### src/cmc_pkg.sv
// Purpose: constants for the CAN operating-mode control block
// Assumes: AXI4-Lite register access, 32-bit words
// Notes:   offsets are byte addresses
package cmc_pkg;
  // ****************************************************************
  // register map
  // ****************************************************************
  localparam int          ADDR_W        = 12;
  localparam logic [11:0] MASTER_CTRL   = 12'h000;
  localparam logic [11:0] MODE_STATUS   = 12'h004;
  localparam logic [31:0] MCTRL_RESET   = 32'h0001_0002;
  localparam logic [31:0] MCTRL_RW_MASK = 32'h0001_00ff;
  // ****************************************************************
  // master control fields
  // ****************************************************************
  localparam int BIT_FREEZE   = 0;
  localparam int BIT_SLEEP    = 1;
  localparam int BIT_TXORDER  = 2;
  localparam int BIT_DISCARD  = 3;
  localparam int BIT_NORETRY  = 4;
  localparam int BIT_AUTOWAKE = 5;
  localparam int BIT_AUTOREC  = 6;
  localparam int BIT_TTEN     = 7;
  localparam int BIT_PARTIAL_SOFT_RESET    = 15;
  localparam int BIT_PTD      = 16;
  // ****************************************************************
  // mode status fields
  // ****************************************************************
  localparam int STS_FREEZE = 0;
  localparam int STS_SLEEP  = 1;
  localparam int STS_BUSOFF = 2;
  localparam int STS_RX     = 3;
  // ****************************************************************
  // bus timing and axi response codes
  // ****************************************************************
  localparam logic [3:0] RECESSIVE_LAST = 4'd10;   // 11 bits
  localparam logic [7:0] OCC_LAST       = 8'd127;  // 128 runs
  localparam logic [1:0] RESP_OKAY      = 2'b00;
  localparam logic [1:0] RESP_SLVERR    = 2'b10;
endpackage : cmc_pkg

### src/cmc_mode_ctrl.sv
// Purpose: operating-mode control of a CAN controller, AXI4-Lite slave
// Assumes: canRx is asynchronous; busActive, busOffEnter, frameStart
//          come from protocol logic on mclk
// Notes:   one write and one read outstanding at a time
`timescale 1ns/1ps
`default_nettype none

module cmc_mode_ctrl #(
  parameter int BIT_CYCLES = 50
) (
  // clock and reset
  input  wire logic                      mclk,
  input  wire logic                      rst,
  // axi4-lite write
  input  wire logic [cmc_pkg::ADDR_W-1:0] s_axi_awaddr,
  input  wire logic                      s_axi_awvalid,
  output var  logic                      s_axi_awready,
  input  wire logic [31:0]               s_axi_wdata,
  input  wire logic [3:0]                s_axi_wstrb,
  input  wire logic                      s_axi_wvalid,
  output var  logic                      s_axi_wready,
  output var  logic [1:0]                s_axi_bresp,
  output var  logic                      s_axi_bvalid,
  input  wire logic                      s_axi_bready,
  // axi4-lite read
  input  wire logic [cmc_pkg::ADDR_W-1:0] s_axi_araddr,
  input  wire logic                      s_axi_arvalid,
  output var  logic                      s_axi_arready,
  output var  logic [31:0]               s_axi_rdata,
  output var  logic [1:0]                s_axi_rresp,
  output var  logic                      s_axi_rvalid,
  input  wire logic                      s_axi_rready,
  // can bus and protocol engine
  input  wire logic                      canRx,
  input  wire logic                      busActive,
  input  wire logic                      busOffEnter,
  input  wire logic                      frameStart,
  // mode outputs
  output var  logic                      timeTrigEnable,
  output var  logic                      noRetryOnFail,
  output var  logic                      overflowDiscardSelect,
  output var  logic                      txOrderSelect,
  output var  logic                      prohibitTxDebug,
  output var  logic                      sleepMode,
  output var  logic                      freezeMode,
  output var  logic                      busOff,
  output var  logic                      rxFifoReset
);
  import cmc_pkg::*;

  typedef struct packed {
    logic              awRdy;
    logic              wRdy;
    logic              awTaken;
    logic [ADDR_W-1:0] awAddr;
    logic              wTaken;
    logic [31:0]       wData;
    logic [3:0]        wStrb;
    logic              bValid;
    logic [1:0]        bResp;
    logic              arRdy;
    logic              rValid;
    logic [31:0]       rData;
    logic [1:0]        rResp;
    logic [31:0]       ctrl;
    logic              sleeping;
    logic              frozen;
    logic              busOff;
    logic              seenFreeze;
    logic              recArmed;
    logic              fifoRst;
    logic              rxMeta;
    logic              rxSync;
    logic [15:0]       bitCnt;
    logic [3:0]        recCnt;
    logic [7:0]        occCnt;
  } cmc_state_s;

  cmc_state_s st;
  cmc_state_s next_st;
  logic       run11;
  logic       commit;
  logic       wrOk;

  function automatic logic [31:0] cmc_read(input logic [ADDR_W-1:0] a,
                                           input cmc_state_s s);
    logic [31:0] v;
    v = 32'h0000_0000;
    if (a == MASTER_CTRL) begin
      v = s.ctrl & MCTRL_RW_MASK;
    end else if (a == MODE_STATUS) begin
      v[STS_FREEZE] = s.frozen;
      v[STS_SLEEP]  = s.sleeping;
      v[STS_BUSOFF] = s.busOff;
      v[STS_RX]     = s.rxSync;
    end
    return v;
  endfunction : cmc_read

  function automatic logic cmc_mapped(input logic [ADDR_W-1:0] a);
    return (a == MASTER_CTRL) || (a == MODE_STATUS);
  endfunction : cmc_mapped

  // ****************************************************************
  // next state
  // ****************************************************************
  always_comb begin
    next_st = st;
    next_st.fifoRst = 1'b0;
    // second flop only: first flop feeds nothing else
    next_st.rxMeta = canRx;
    next_st.rxSync = st.rxMeta;

    // recessive bit timing on the synchronised pin
    run11   = 1'b0;
    if (!st.rxSync) begin
      next_st.bitCnt = 16'h0000;
      next_st.recCnt = 4'h0;
    end else if (st.bitCnt == 16'(BIT_CYCLES - 1)) begin
      next_st.bitCnt = 16'h0000;
      if (st.recCnt == RECESSIVE_LAST) begin
        run11          = 1'b1;
        next_st.recCnt = 4'h0;
      end else begin
        next_st.recCnt = st.recCnt + 4'h1;
      end
    end else begin
      next_st.bitCnt = st.bitCnt + 16'h0001;
    end

    // axi write channels, taken in either order
    if (s_axi_awvalid && st.awRdy) begin
      next_st.awTaken = 1'b1;
      next_st.awAddr  = s_axi_awaddr;
    end
    if (s_axi_wvalid && st.wRdy) begin
      next_st.wTaken = 1'b1;
      next_st.wData  = s_axi_wdata;
      next_st.wStrb  = s_axi_wstrb;
    end
    commit = st.awTaken && st.wTaken && !st.bValid;
    // partial word writes are refused, the register expects words
    wrOk = cmc_mapped(st.awAddr) && (st.wStrb == 4'hf);
    if (commit) begin
      next_st.awTaken = 1'b0;
      next_st.wTaken  = 1'b0;
      next_st.bValid  = 1'b1;
      next_st.bResp   = wrOk ? RESP_OKAY : RESP_SLVERR;
      if (wrOk && st.awAddr == MASTER_CTRL) begin
        next_st.ctrl = st.wData & MCTRL_RW_MASK;
        if (st.wData[BIT_PARTIAL_SOFT_RESET]) begin
          next_st.ctrl    = MCTRL_RESET;
          next_st.fifoRst = 1'b1;
        end
      end
    end else if (st.bValid && s_axi_bready) begin
      next_st.bValid = 1'b0;
    end

    // axi read
    if (s_axi_arvalid && st.arRdy) begin
      next_st.rValid = 1'b1;
      next_st.rData  = cmc_read(s_axi_araddr, st);
      next_st.rResp  = cmc_mapped(s_axi_araddr) ? RESP_OKAY : RESP_SLVERR;
    end else if (st.rValid && s_axi_rready) begin
      next_st.rValid = 1'b0;
    end

    // auto wake clears the request; hardware clear beats a write
    if (st.sleeping && st.ctrl[BIT_AUTOWAKE] && frameStart) begin
      next_st.ctrl[BIT_SLEEP] = 1'b0;
    end
    next_st.sleeping = next_st.ctrl[BIT_SLEEP];

    // freeze entry waits for idle bus, exit for 11 recessive bits
    if (!st.frozen && st.ctrl[BIT_FREEZE] && !busActive) begin
      next_st.frozen = 1'b1;
    end else if (st.frozen && !st.ctrl[BIT_FREEZE] && run11) begin
      next_st.frozen = 1'b0;
    end

    // bus-off recovery
    if (busOffEnter) begin
      next_st.busOff     = 1'b1;
      next_st.seenFreeze = 1'b0;
      next_st.recArmed   = 1'b0;
      next_st.occCnt     = 8'h00;
    end else if (st.busOff) begin
      if (st.frozen) begin
        next_st.seenFreeze = 1'b1;
      end
      if (st.seenFreeze && !st.frozen) begin
        next_st.recArmed = 1'b1;
      end
      if ((st.ctrl[BIT_AUTOREC] || st.recArmed) && run11) begin
        if (st.occCnt == OCC_LAST) begin
          next_st.busOff = 1'b0;
        end else begin
          next_st.occCnt = st.occCnt + 8'h01;
        end
      end
    end

    // ready flags stay low while a transfer is held
    next_st.awRdy = !next_st.awTaken && !next_st.bValid;
    next_st.wRdy  = !next_st.wTaken && !next_st.bValid;
    next_st.arRdy = !next_st.rValid;
  end

  // ****************************************************************
  // state register
  // ****************************************************************
  always_ff @(posedge mclk) begin
    if (rst) begin
      st          <= '0;
      st.ctrl     <= MCTRL_RESET;
      st.sleeping <= 1'b1;
      st.rxMeta   <= 1'b1;
      st.rxSync   <= 1'b1;
    end else begin
      st <= next_st;
    end
  end

  // ****************************************************************
  // outputs
  // ****************************************************************
  assign s_axi_awready         = st.awRdy;
  assign s_axi_wready          = st.wRdy;
  assign s_axi_bvalid          = st.bValid;
  assign s_axi_bresp           = st.bResp;
  assign s_axi_arready         = st.arRdy;
  assign s_axi_rvalid          = st.rValid;
  assign s_axi_rdata           = st.rData;
  assign s_axi_rresp           = st.rResp;
  assign timeTrigEnable        = st.ctrl[BIT_TTEN];
  assign noRetryOnFail         = st.ctrl[BIT_NORETRY];
  assign overflowDiscardSelect = st.ctrl[BIT_DISCARD];
  assign txOrderSelect         = st.ctrl[BIT_TXORDER];
  assign prohibitTxDebug       = st.ctrl[BIT_PTD];
  assign sleepMode             = st.sleeping;
  assign freezeMode            = st.frozen;
  assign busOff                = st.busOff;
  assign rxFifoReset           = st.fifoRst;
endmodule : cmc_mode_ctrl

`default_nettype wire

### config.mk
export PLATFORM = sky130hd
export DESIGN_NAME = cmc_mode_ctrl
export DESIGN_NICKNAME = d
export VERILOG_FILES = /design/src/cmc_pkg.sv /design/src/cmc_mode_ctrl.sv
export SDC_FILE = /design/constraint.sdc
export NUM_CORES = 1
export LEC_CHECK = 0
export ABC_AREA = 0
export BUFFER_PORTS_ARGS = -buffer_cell sky130_fd_sc_hd__buf_2
export CORE_MARGIN = 2
export CORE_UTILIZATION = 23
export DETAILED_ROUTE_END_ITERATION = 8
export PLACE_DENSITY = 0.41
export SYNTH_ARGS = -nofsm -noshare
export SYNTH_HDL_FRONTEND = slang
export SYNTH_SLANG_ARGS = --single-unit
export TNS_END_PERCENT = 1
### constraint.sdc
create_clock -name mclk -period 2.1 [get_ports mclk]
set_clock_uncertainty 0.05 [all_clocks]
set_input_delay 0.105 -clock mclk [delete_from_list [all_inputs] [get_ports mclk]]
set_output_delay 0.105 -clock mclk [all_outputs]
set_load 0.05 [all_outputs]
==> results of run 1 <==
## placed cells by master (no fill, tap or decap), types with 6 or more instances in the layout
| cell | n |
|---|---|
| nand4_1 | 7 |
| nor3_1 | 11 |
| nor2b_1 | 6 |
| dlygate4sd3_1 | 29 |
| o21ai_0 | 7 |
| nor2_1 | 37 |
| clkbuf_16 | 9 |
| buf_2 | 73 |
| xor2_1 | 11 |
| nand2_1 | 74 |
| a21oi_1 | 48 |
| nand3_1 | 12 |
| or3b_1 | 7 |
| dfxtp_1 | 88 |
| conb_1 | 25 |
## layer usage
metal	vias to the layer above	GRT usage, %
met5	-	0
met4	0	5.31
met3	15	2.97
met2	77	16.3
met1	1379	12.1
li1	1604	-
## critical path, cell delays in order (launching register included)
cell,delay (ps)
dfxtp_1,330
nor4_4,280
nand4_1,140
or4_4,450
buf_8,170
or3b_1,360
a21oi_1,140
## cell type report
cell class	count	area, sq um
fill	1731	11100
sequential	88	1760
multi-input combinational	313	1720
timing repair buffer	109	728
clock buffer	14	274
tap	216	270
inverter	5	18.8
clock inverter	2	12.5
## through the flow
| stage | cell area, sq um | cells | utilization (%) |
|---|---|---|---|
| 2_1_floorplan | 3830 | 461 | - |
| 3_3_place_gp | 4170 | 701 | 26.3 |
| 3_5_place_dp | 4170 | 701 | 26.3 |
| 4_1_cts | 4750 | 746 | 29.9 |
| 5_1_grt | 4780 | 747 | 30.1 |
| 6_report | 4780 | 747 | 30.1 |
## logic make-up (layout without fill, tap and decap cells)
group / after synthesis / count (layout) / share of synthesized area [%]
simple gates: 194 / 194 / 26.2
flops: 88 / 88 / 47.2
compound gates: 69 / 69 / 10.3
buf+inv: 60 / 130 / 9.81
xor+xnor: 16 / 16 / 3.75
mux: 6 / 6 / 1.71
fa+ha+maj: 3 / 3 / 1.00
other cells: 1 / 25 / 0.100
## worst paths after layout
path	to	slack (ps)
max	noRetryOnFail	110
min	freezeMode	40
max reg2reg	noRetryOnFail	110
min reg2reg	st[28]	360
## what timing repair did
item                       4_1_cts  5_1_grt
buffers inserted                 0        1
resized for setup                0        5
hold buffers                    29        0
hold endpoints to repair        29        0
setup endpoints to repair        0        8
## power breakdown
| group | switching [mW] | internal, mW | leakage [nW] |
|---|---|---|---|
| sequential | 0.0308 | 1.71 | 0.714 |
| combinational | 0.245 | 0.124 | 1.05 |
| clock | 0.628 | 0.897 | 0.139 |
==> impl_results.md, run 1 <==
* Status: finished clean
* Slew Limit Fails at 0
* Setup Slack @ Placement at 22.3 ps
* Worst Hold Class: primary input to flop
* Max layer used: met4
* Root Buffer: clkbuf_16
* # setup viols final at 0
* Clock Latency Late Sink at 340 ps
* Leak at 1.90 nW
* Avg Cell Area, Syn at 8.55 sq um
* Critical Path RT at 2330 ps
* Hold Startpoint: busActive
* DPL Wire Length at 5930 um
* Ys flop type: dfxtp_1
* IO Pins at 121
* CTS buffer count at 9
* TritonCTS clock tree: done
* Setup ws final at 108 ps
* CTS H-tree depth at 3
* Final #Nets at 600
* Critical Path AT at 2220 ps
* GPL Wtd Cong at 0.737
* CP endpoint kind: flop
* Clock Path Buffers at 2
* Clock slew at reported path FFs at 60 ps
* Initial Util at 23.5%
* Count leader, synth: dfxtp_1
* Synth-to-Final Area Change at 28.0%
* Share of post-route cells with drive strength above 1 at 20.0%
* Via count at 3,075
* Die X at 131 um
* Vias per Instance at 4.12
* Yosys cell types at 42
* RSZ-0062 raised after global routing: true
* Global-route wire length before repair at 14,200 um
* Cell taking the most area after synthesis: dfxtp_1
* DIE HEIGHT at 131 um
* Async SR Flop Fraction at 0%
* Sum Neg Setup Slack at 0 ps
* Area contributors post-synth: dfxtp_1 (47%), nand2_1 (7.4%), buf_4 (7.2%)
* Sequential area share after synthesis at 47.2%
* Final hold slack at 37.5 ps
* Pwr Density at 761 nW/um^2
* Number of synthesis warnings at 0
* CP Launch Point: st[150]
* Max VDD drop at 0.416 mV
* Routed wl met3 at 422 um
* Tcrit/Tclk final at 94.8%
* WL final at 8350 um
* Core Area at 15,900 sq um
* Post-synth top area share at 47.2%
* Met2 wire length at 3820 um
* N_diodes at 0
* Routed Antenna Nets at 0
* Port Buffers at 73
* DRC violations left at 0
* Power Total at 3.64 mW
* Post-Route M1 WL at 3900 um
* Die area at 17,300 sq um
* Clk sinks at 88
* TritonRoute pass-1 iters at 4
* Drt initial violations at 89
* Pin count of the biggest net entering global routing at 37
* Worst Tran Pin Value at 688 ps
* Initial antenna violation count at 0
* FMAX at 0.502 GHz
* Gate Count Post-Synth at 437
* GR Util All Layers at 10.1%
* Yosys reg bits at 88
* Vias in the first global route at 2,992
* WL/cell at 11.2 um
* Post-synth EDFFs at 0
* Max reg flops at 63
* Kind of critical path: flop to flop
* Crit path max fanout at 19
* Min Tclk post-route at 1990 ps
* Register-to-Register Path Depth at 6
* WHS Path Cells at 4
* Startpoint type of the worst setup path: flop
* Final hold vios at 0
* Biggest register: st
* Post-synth top cells: dfxtp_1 (88), nand2_1 (74), a21oi_1 (48), nor2_1 (37), buf_4 (36)
* Site row count at 46
* Worst reg2reg startpoint: st[150]
* GRT overflow at 0
* Mapped Area at 3740 sq um
* Worst relative slew slack at 54.1%
* Maxcap violations at 0
(Power assumes the default switching activity.)
==> run 2: changes to the inputs <==
--- a/config.mk
+++ b/config.mk
@@ -10,8 +10,9 @@
 export CORE_MARGIN = 2
 export CORE_UTILIZATION = 23
 export DETAILED_ROUTE_END_ITERATION = 8
+export MAX_ROUTING_LAYER = met4
 export PLACE_DENSITY = 0.41
 export SYNTH_ARGS = -nofsm -noshare
 export SYNTH_HDL_FRONTEND = slang
 export SYNTH_SLANG_ARGS = --single-unit
-export TNS_END_PERCENT = 1
+export TNS_END_PERCENT = 30
==> run 2 against run 1 <==
Global-route usage rose by 0.32 points. Worst hold slack barely moved. Critical path depth did not move. Clock power barely moved. Sequential power barely moved. Critical path type unchanged. Critical endpoint is now st[42].
==> impl_results.md, run 2 (synthesis results as in run 1) <==
* Status: finished clean
* TritonRoute pass-1 iters at 4
* Via count at 3,089
* Register-to-Register Path Depth at 6
* Setup Slack @ Placement at 22.3 ps
* Clock Latency Late Sink at 340 ps
* Share of post-route cells with drive strength above 1 at 20.7%
* Most common cell after layout, fill and taps aside: dfxtp_1
* Crit path max fanout at 9
* Vias in the first global route at 2,982
* Global-route wire length before repair at 14,200 um
* WHS Path Cells at 4
* Fin util at 30.4%
* Initial antenna violation count at 0
* Leak at 1.93 nW
* Port Buffers at 73
* Worst relative slew slack at 53.8%
* Max reg flops at 63
* Inst Count DP at 701
* N_diodes at 0
* Synth-to-Final Area Change at 29.4%
* Initial Util at 23.5%
* Fillers at 1,728
* Fin cells at 751
* Slew Limit Fails at 0
* Tcrit/Tclk final at 94.5%
* WL final at 8500 um
* Pin count of the biggest net entering global routing at 37
* Core Area at 15,900 sq um
* DIE HEIGHT at 131 um
* Pwr Density at 752 nW/um^2
* Vias per Instance at 4.11
* Critical Path RT at 2320 ps
* # setup viols final at 0
* CP endpoint kind: flop
* Biggest register: st
* Clock Path Buffers at 2
* CTS buffer count at 9
* Root Buffer: clkbuf_16
* Die X at 131 um
* Setup ws final at 116 ps
* Sum Neg Setup Slack at 0 ps
* Maxcap violations at 0
* Clk sinks at 88
* Min Tclk post-route at 1980 ps
* TritonCTS clock tree: done
* DPL Wire Length at 5930 um
* RSZ-0062 raised after global routing: false
* Clock slew at reported path FFs at 60 ps
* Worst Hold Class: primary input to flop
* GRT overflow at 0
* Final hold vios at 0
* Final hold slack at 37.6 ps
* GR Util All Layers at 10.4%
* Commonest cells after routing, fill and taps aside: dfxtp_1 (87), nand2_1 (74), buf_2 (73), a21oi_1 (48), nor2_1 (37)
* Critical Path AT at 2210 ps
* FMAX at 0.504 GHz
* DRC violations left at 0
* Die area at 17,300 sq um
* Routed Antenna Nets at 0
* CTS H-tree depth at 3
* GPL Wtd Cong at 0.746
* Kind of critical path: flop to flop
* IO Pins at 121
* Worst Tran Pin Value at 693 ps
* Site row count at 46
* WL/cell at 11.3 um
* Startpoint type of the worst setup path: flop
* Final #Nets at 604
* Max VDD drop at 0.416 mV
* Drt initial violations at 111
## run 2: cell types whose count changed in the layout (fill, tap and decap cells not counted), sizes merged
cell,before,now
clkbuf,14,15
buf,80,83
## run 2: through the flow
stage | power [mW] | area [sq um]
floorplan | 2.05 | 3830
global placement | 2.10 | 4170
detailed placement | 2.11 | 4170
CTS | 3.71 | 4750
global route | 3.81 | 4830
finish | 3.64 | 4830
## run 2: worst max-delay path, cell delays in order (launching register included)
cell and delay [ps]:
dfxtp_2 330, nor4_4 280, nand4_1 140, or4_4 470, buf_12 160, or3b_1 350, a21oi_1 140
## run 2: final cells by class
class	count	area [sq um]	area share, %
inverter	5	18.8	0.388
tap	216	270	5.59
clock buffer	14	274	5.67
clock inverter	2	12.5	0.259
multi-input combinational	313	1720	35.5
sequential	88	1760	36.5
timing repair buffer	113	781	16.1
## run 2: worst paths after layout
path,startpoint,to,slack [ps]
worst max-delay path,st[150],st[42],120
worst min-delay path,busActive,freezeMode,40
worst max register to register,st[150],st[42],120
worst min register to register,next_st[28],st[28],360
## run 2: power by group
part           internal, mW  total, mW  switching (mW)  leakage [nW]
logic                 0.124      0.369           0.245          1.08
clock network         0.897       1.52           0.626         0.139
registers              1.71       1.74          0.0308         0.715
total                  2.74       3.64           0.902          1.93
## run 2: repair_timing
item,in CTS,in global routing
endpoints found under the setup margin,0,8
gates resized for setup,0,7
hold endpoints to repair,29,0
hold buffers,29,0
setup buffers,0,4
## run 2: routing by layer
layer	part of all wire [%]	wire length (um)	track usage, %	vias up
met5	0	0	-	-
met3	4.9	418	2.97	15
met1	47	4030	12.2	1385
met4	2.5	209	5.31	0
met2	45	3840	16.2	77
li1	-	-	-	1612
==> run 3: changes to the inputs <==
--- a/config.mk
+++ b/config.mk
@@ -11,7 +11,7 @@
 export CORE_UTILIZATION = 23
 export DETAILED_ROUTE_END_ITERATION = 8
 export MAX_ROUTING_LAYER = met4
-export PLACE_DENSITY = 0.41
+export PLACE_DENSITY = 0.54
 export SYNTH_ARGS = -nofsm -noshare
 export SYNTH_HDL_FRONTEND = slang
 export SYNTH_SLANG_ARGS = --single-unit
==> run 3 against run 2 <==
Design area fell by 1.7%. Global-route usage shrank 0.97 points. Register-to-register slack improved by 50 ps. Sequential power about the same. Wire length is 4.9% lower. Highest routed layer unchanged. Worst hold slack worse by 36 ps. Cell count shrank 0.80%. Maximum frequency increased by 2.6%. First-iteration DRC count is 16% higher. Critical path depth down 1.
==> impl_results.md, run 3 (synthesis results as in run 1) <==
* Status: finished clean
* Cell area after placement at 4170 sq um
* TritonCTS clock tree: done
* Drt initial violations at 129
* # setup viols final at 0
* Maxcap violations at 0
* Storage cell area at 1760 sq um
* Global-route wire length before repair at 13,500 um
* DIE HEIGHT at 131 um
* Worst reg2reg startpoint: st[148]
* Die X at 131 um
* Post-Route M1 WL at 3760 um
* WL final at 8080 um
* Worst setup endpoint: noRetryOnFail
* Root Buffer: clkbuf_16
* Reg2reg end: noRetryOnFail
* Core Area at 15,900 sq um
* Vias per Instance at 4.19
* DPL Wire Length at 5910 um
* Vias in the first global route at 3,008
* Worst Hold Class: primary input to flop
* GRT overflow at 0
* Pwr Density at 789 nW/um^2
* Register-to-Register Path Depth at 5
* Kind of critical path: flop to flop
* Synth-to-Final Area Change at 27.2%
* Routed Antenna Nets at 0
* Min Tclk post-route at 1930 ps
* Biggest register: st
* RSZ-0062 raised after global routing: true
* Routed wl met3 at 397 um
* Port Buffers at 73
* Leak at 1.89 nW
* Most common cell after layout, fill and taps aside: dfxtp_1
* Flop2flop setup slack at 170 ps
* Max reg flops at 63
* Die area at 17,300 sq um
* Fin area at 4750 sq um
* Multi-input gate area at 1700 sq um
* Site row count at 46
* Worst relative slew slack at 54.0%
* CP Launch Point: st[148]
* Clock Latency Late Sink at 330 ps
* FMAX at 0.517 GHz
* Power Total at 3.75 mW
* Clk sinks at 88
* Tcrit/Tclk final at 92.1%
* GR Util All Layers at 9.44%
* Slew Limit Fails at 0
* Final #Nets at 598
* Share of post-route cells with drive strength above 1 at 20.2%
* Via count at 3,123
* Worst Tran Pin Value at 690 ps
* WL/cell at 10.8 um
* Startpoint type of the worst setup path: flop
* Crit path max fanout at 11
* Initial antenna violation count at 0
* TritonRoute pass-1 iters at 4
* Post-CTS Setup Inserts at 0
* IO Pins at 121
* Clock slew at reported path FFs at 70 ps
* CP endpoint kind: flop
* CTS buffer count at 9
* N_diodes at 0
* Fillers at 1,724
* Critical Path RT at 2320 ps
* Met2 wire length at 3850 um
* Critical Path AT at 2150 ps
* Max VDD drop at 0.364 mV
* GPL Wtd Cong at 0.785
* CTS H-tree depth at 3
* Final hold vios at 0
* DRC violations left at 0
* Clock Path Buffers at 2
* Max layer used: met4
* Initial Util at 23.5%
* Commonest cells after routing, fill and taps aside: dfxtp_1 (88), nand2_1 (74), buf_2 (73), a21oi_1 (48), nor2_1 (37)
* Pin count of the biggest net entering global routing at 45
* Final hold slack at 1.14 ps
## run 3: cell count changes in the layout (fill, tap and decap cells not counted), sizes merged
cell | before | now
inv | 5 | 10
clkinvlp | 1 | 0
bufinv | 0 | 1
buf | 83 | 80
dlygate4sd3 | 29 | 27
clkbuf | 15 | 9
## run 3: timing repair
item,CTS,global route
hold buffers,27,0
hold endpoints to repair,27,0
endpoints found under the setup margin,0,9
gates resized for setup,0,1
## run 3: where the power goes
| part | switching (mW) | leakage (nW) | internal [mW] |
|---|---|---|---|
| Sequential | 0.0298 | 0.714 | 1.71 |
| Clock | 0.696 | 0.153 | 0.949 |
| Combinational | 0.242 | 1.02 | 0.117 |
## run 3: critical path: stages (launching register included)
cell and delay (ps):
dfxtp_1 320, nor4_2 280, nand4_1 150, or4_4 510
or3b_1 400, a21oi_1 160
## run 3: worst min path at each step
stage / end / slack, ps / cells past startpoint / startpoint
floorplan: next_st[28] / 160 / 1 / canRx
global placement: next_st[28] / 260 / 2 / canRx
detailed placement: next_st[28] / 250 / 2 / canRx
CTS: st[109] / 0.3 / 3 / s_axi_wstrb[2]
global route: st[109] / 10 / 3 / s_axi_wstrb[2]
finish: st[109] / 1 / 3 / s_axi_wstrb[2]
## run 3: per-layer routing
layer / global-route usage, % / vias to the layer above
met4: 2.23 / 0
met3: 2.62 / 7
li1: - / 1596
met2: 15.9 / 92
met5: - / -
met1: 11.2 / 1428
## run 3: area by class of cell
| cell class | instances | area share, % |
|---|---|---|
| Clock buffer | 9 | 4.74 |
| Clock inverter | 7 | 1.79 |
| Inverter | 5 | 0.395 |
| Multi-Input combinational cell | 313 | 35.8 |
| Sequential cell | 88 | 37.1 |
| Tap cell | 216 | 5.69 |
| Timing Repair Buffer | 107 | 14.5 |
## run 3: per-stage QoR
step	cells	utilization, %	setup WS (ps)	TNS, ps
after floorplan	461	-	209	0
after global placement	702	26.2	71.9	0
after detailed placement	702	26.2	24.6	0
after CTS	745	29.9	16.1	0
after global routing	745	29.9	-31.1	-31.1
final	745	29.9	166	0
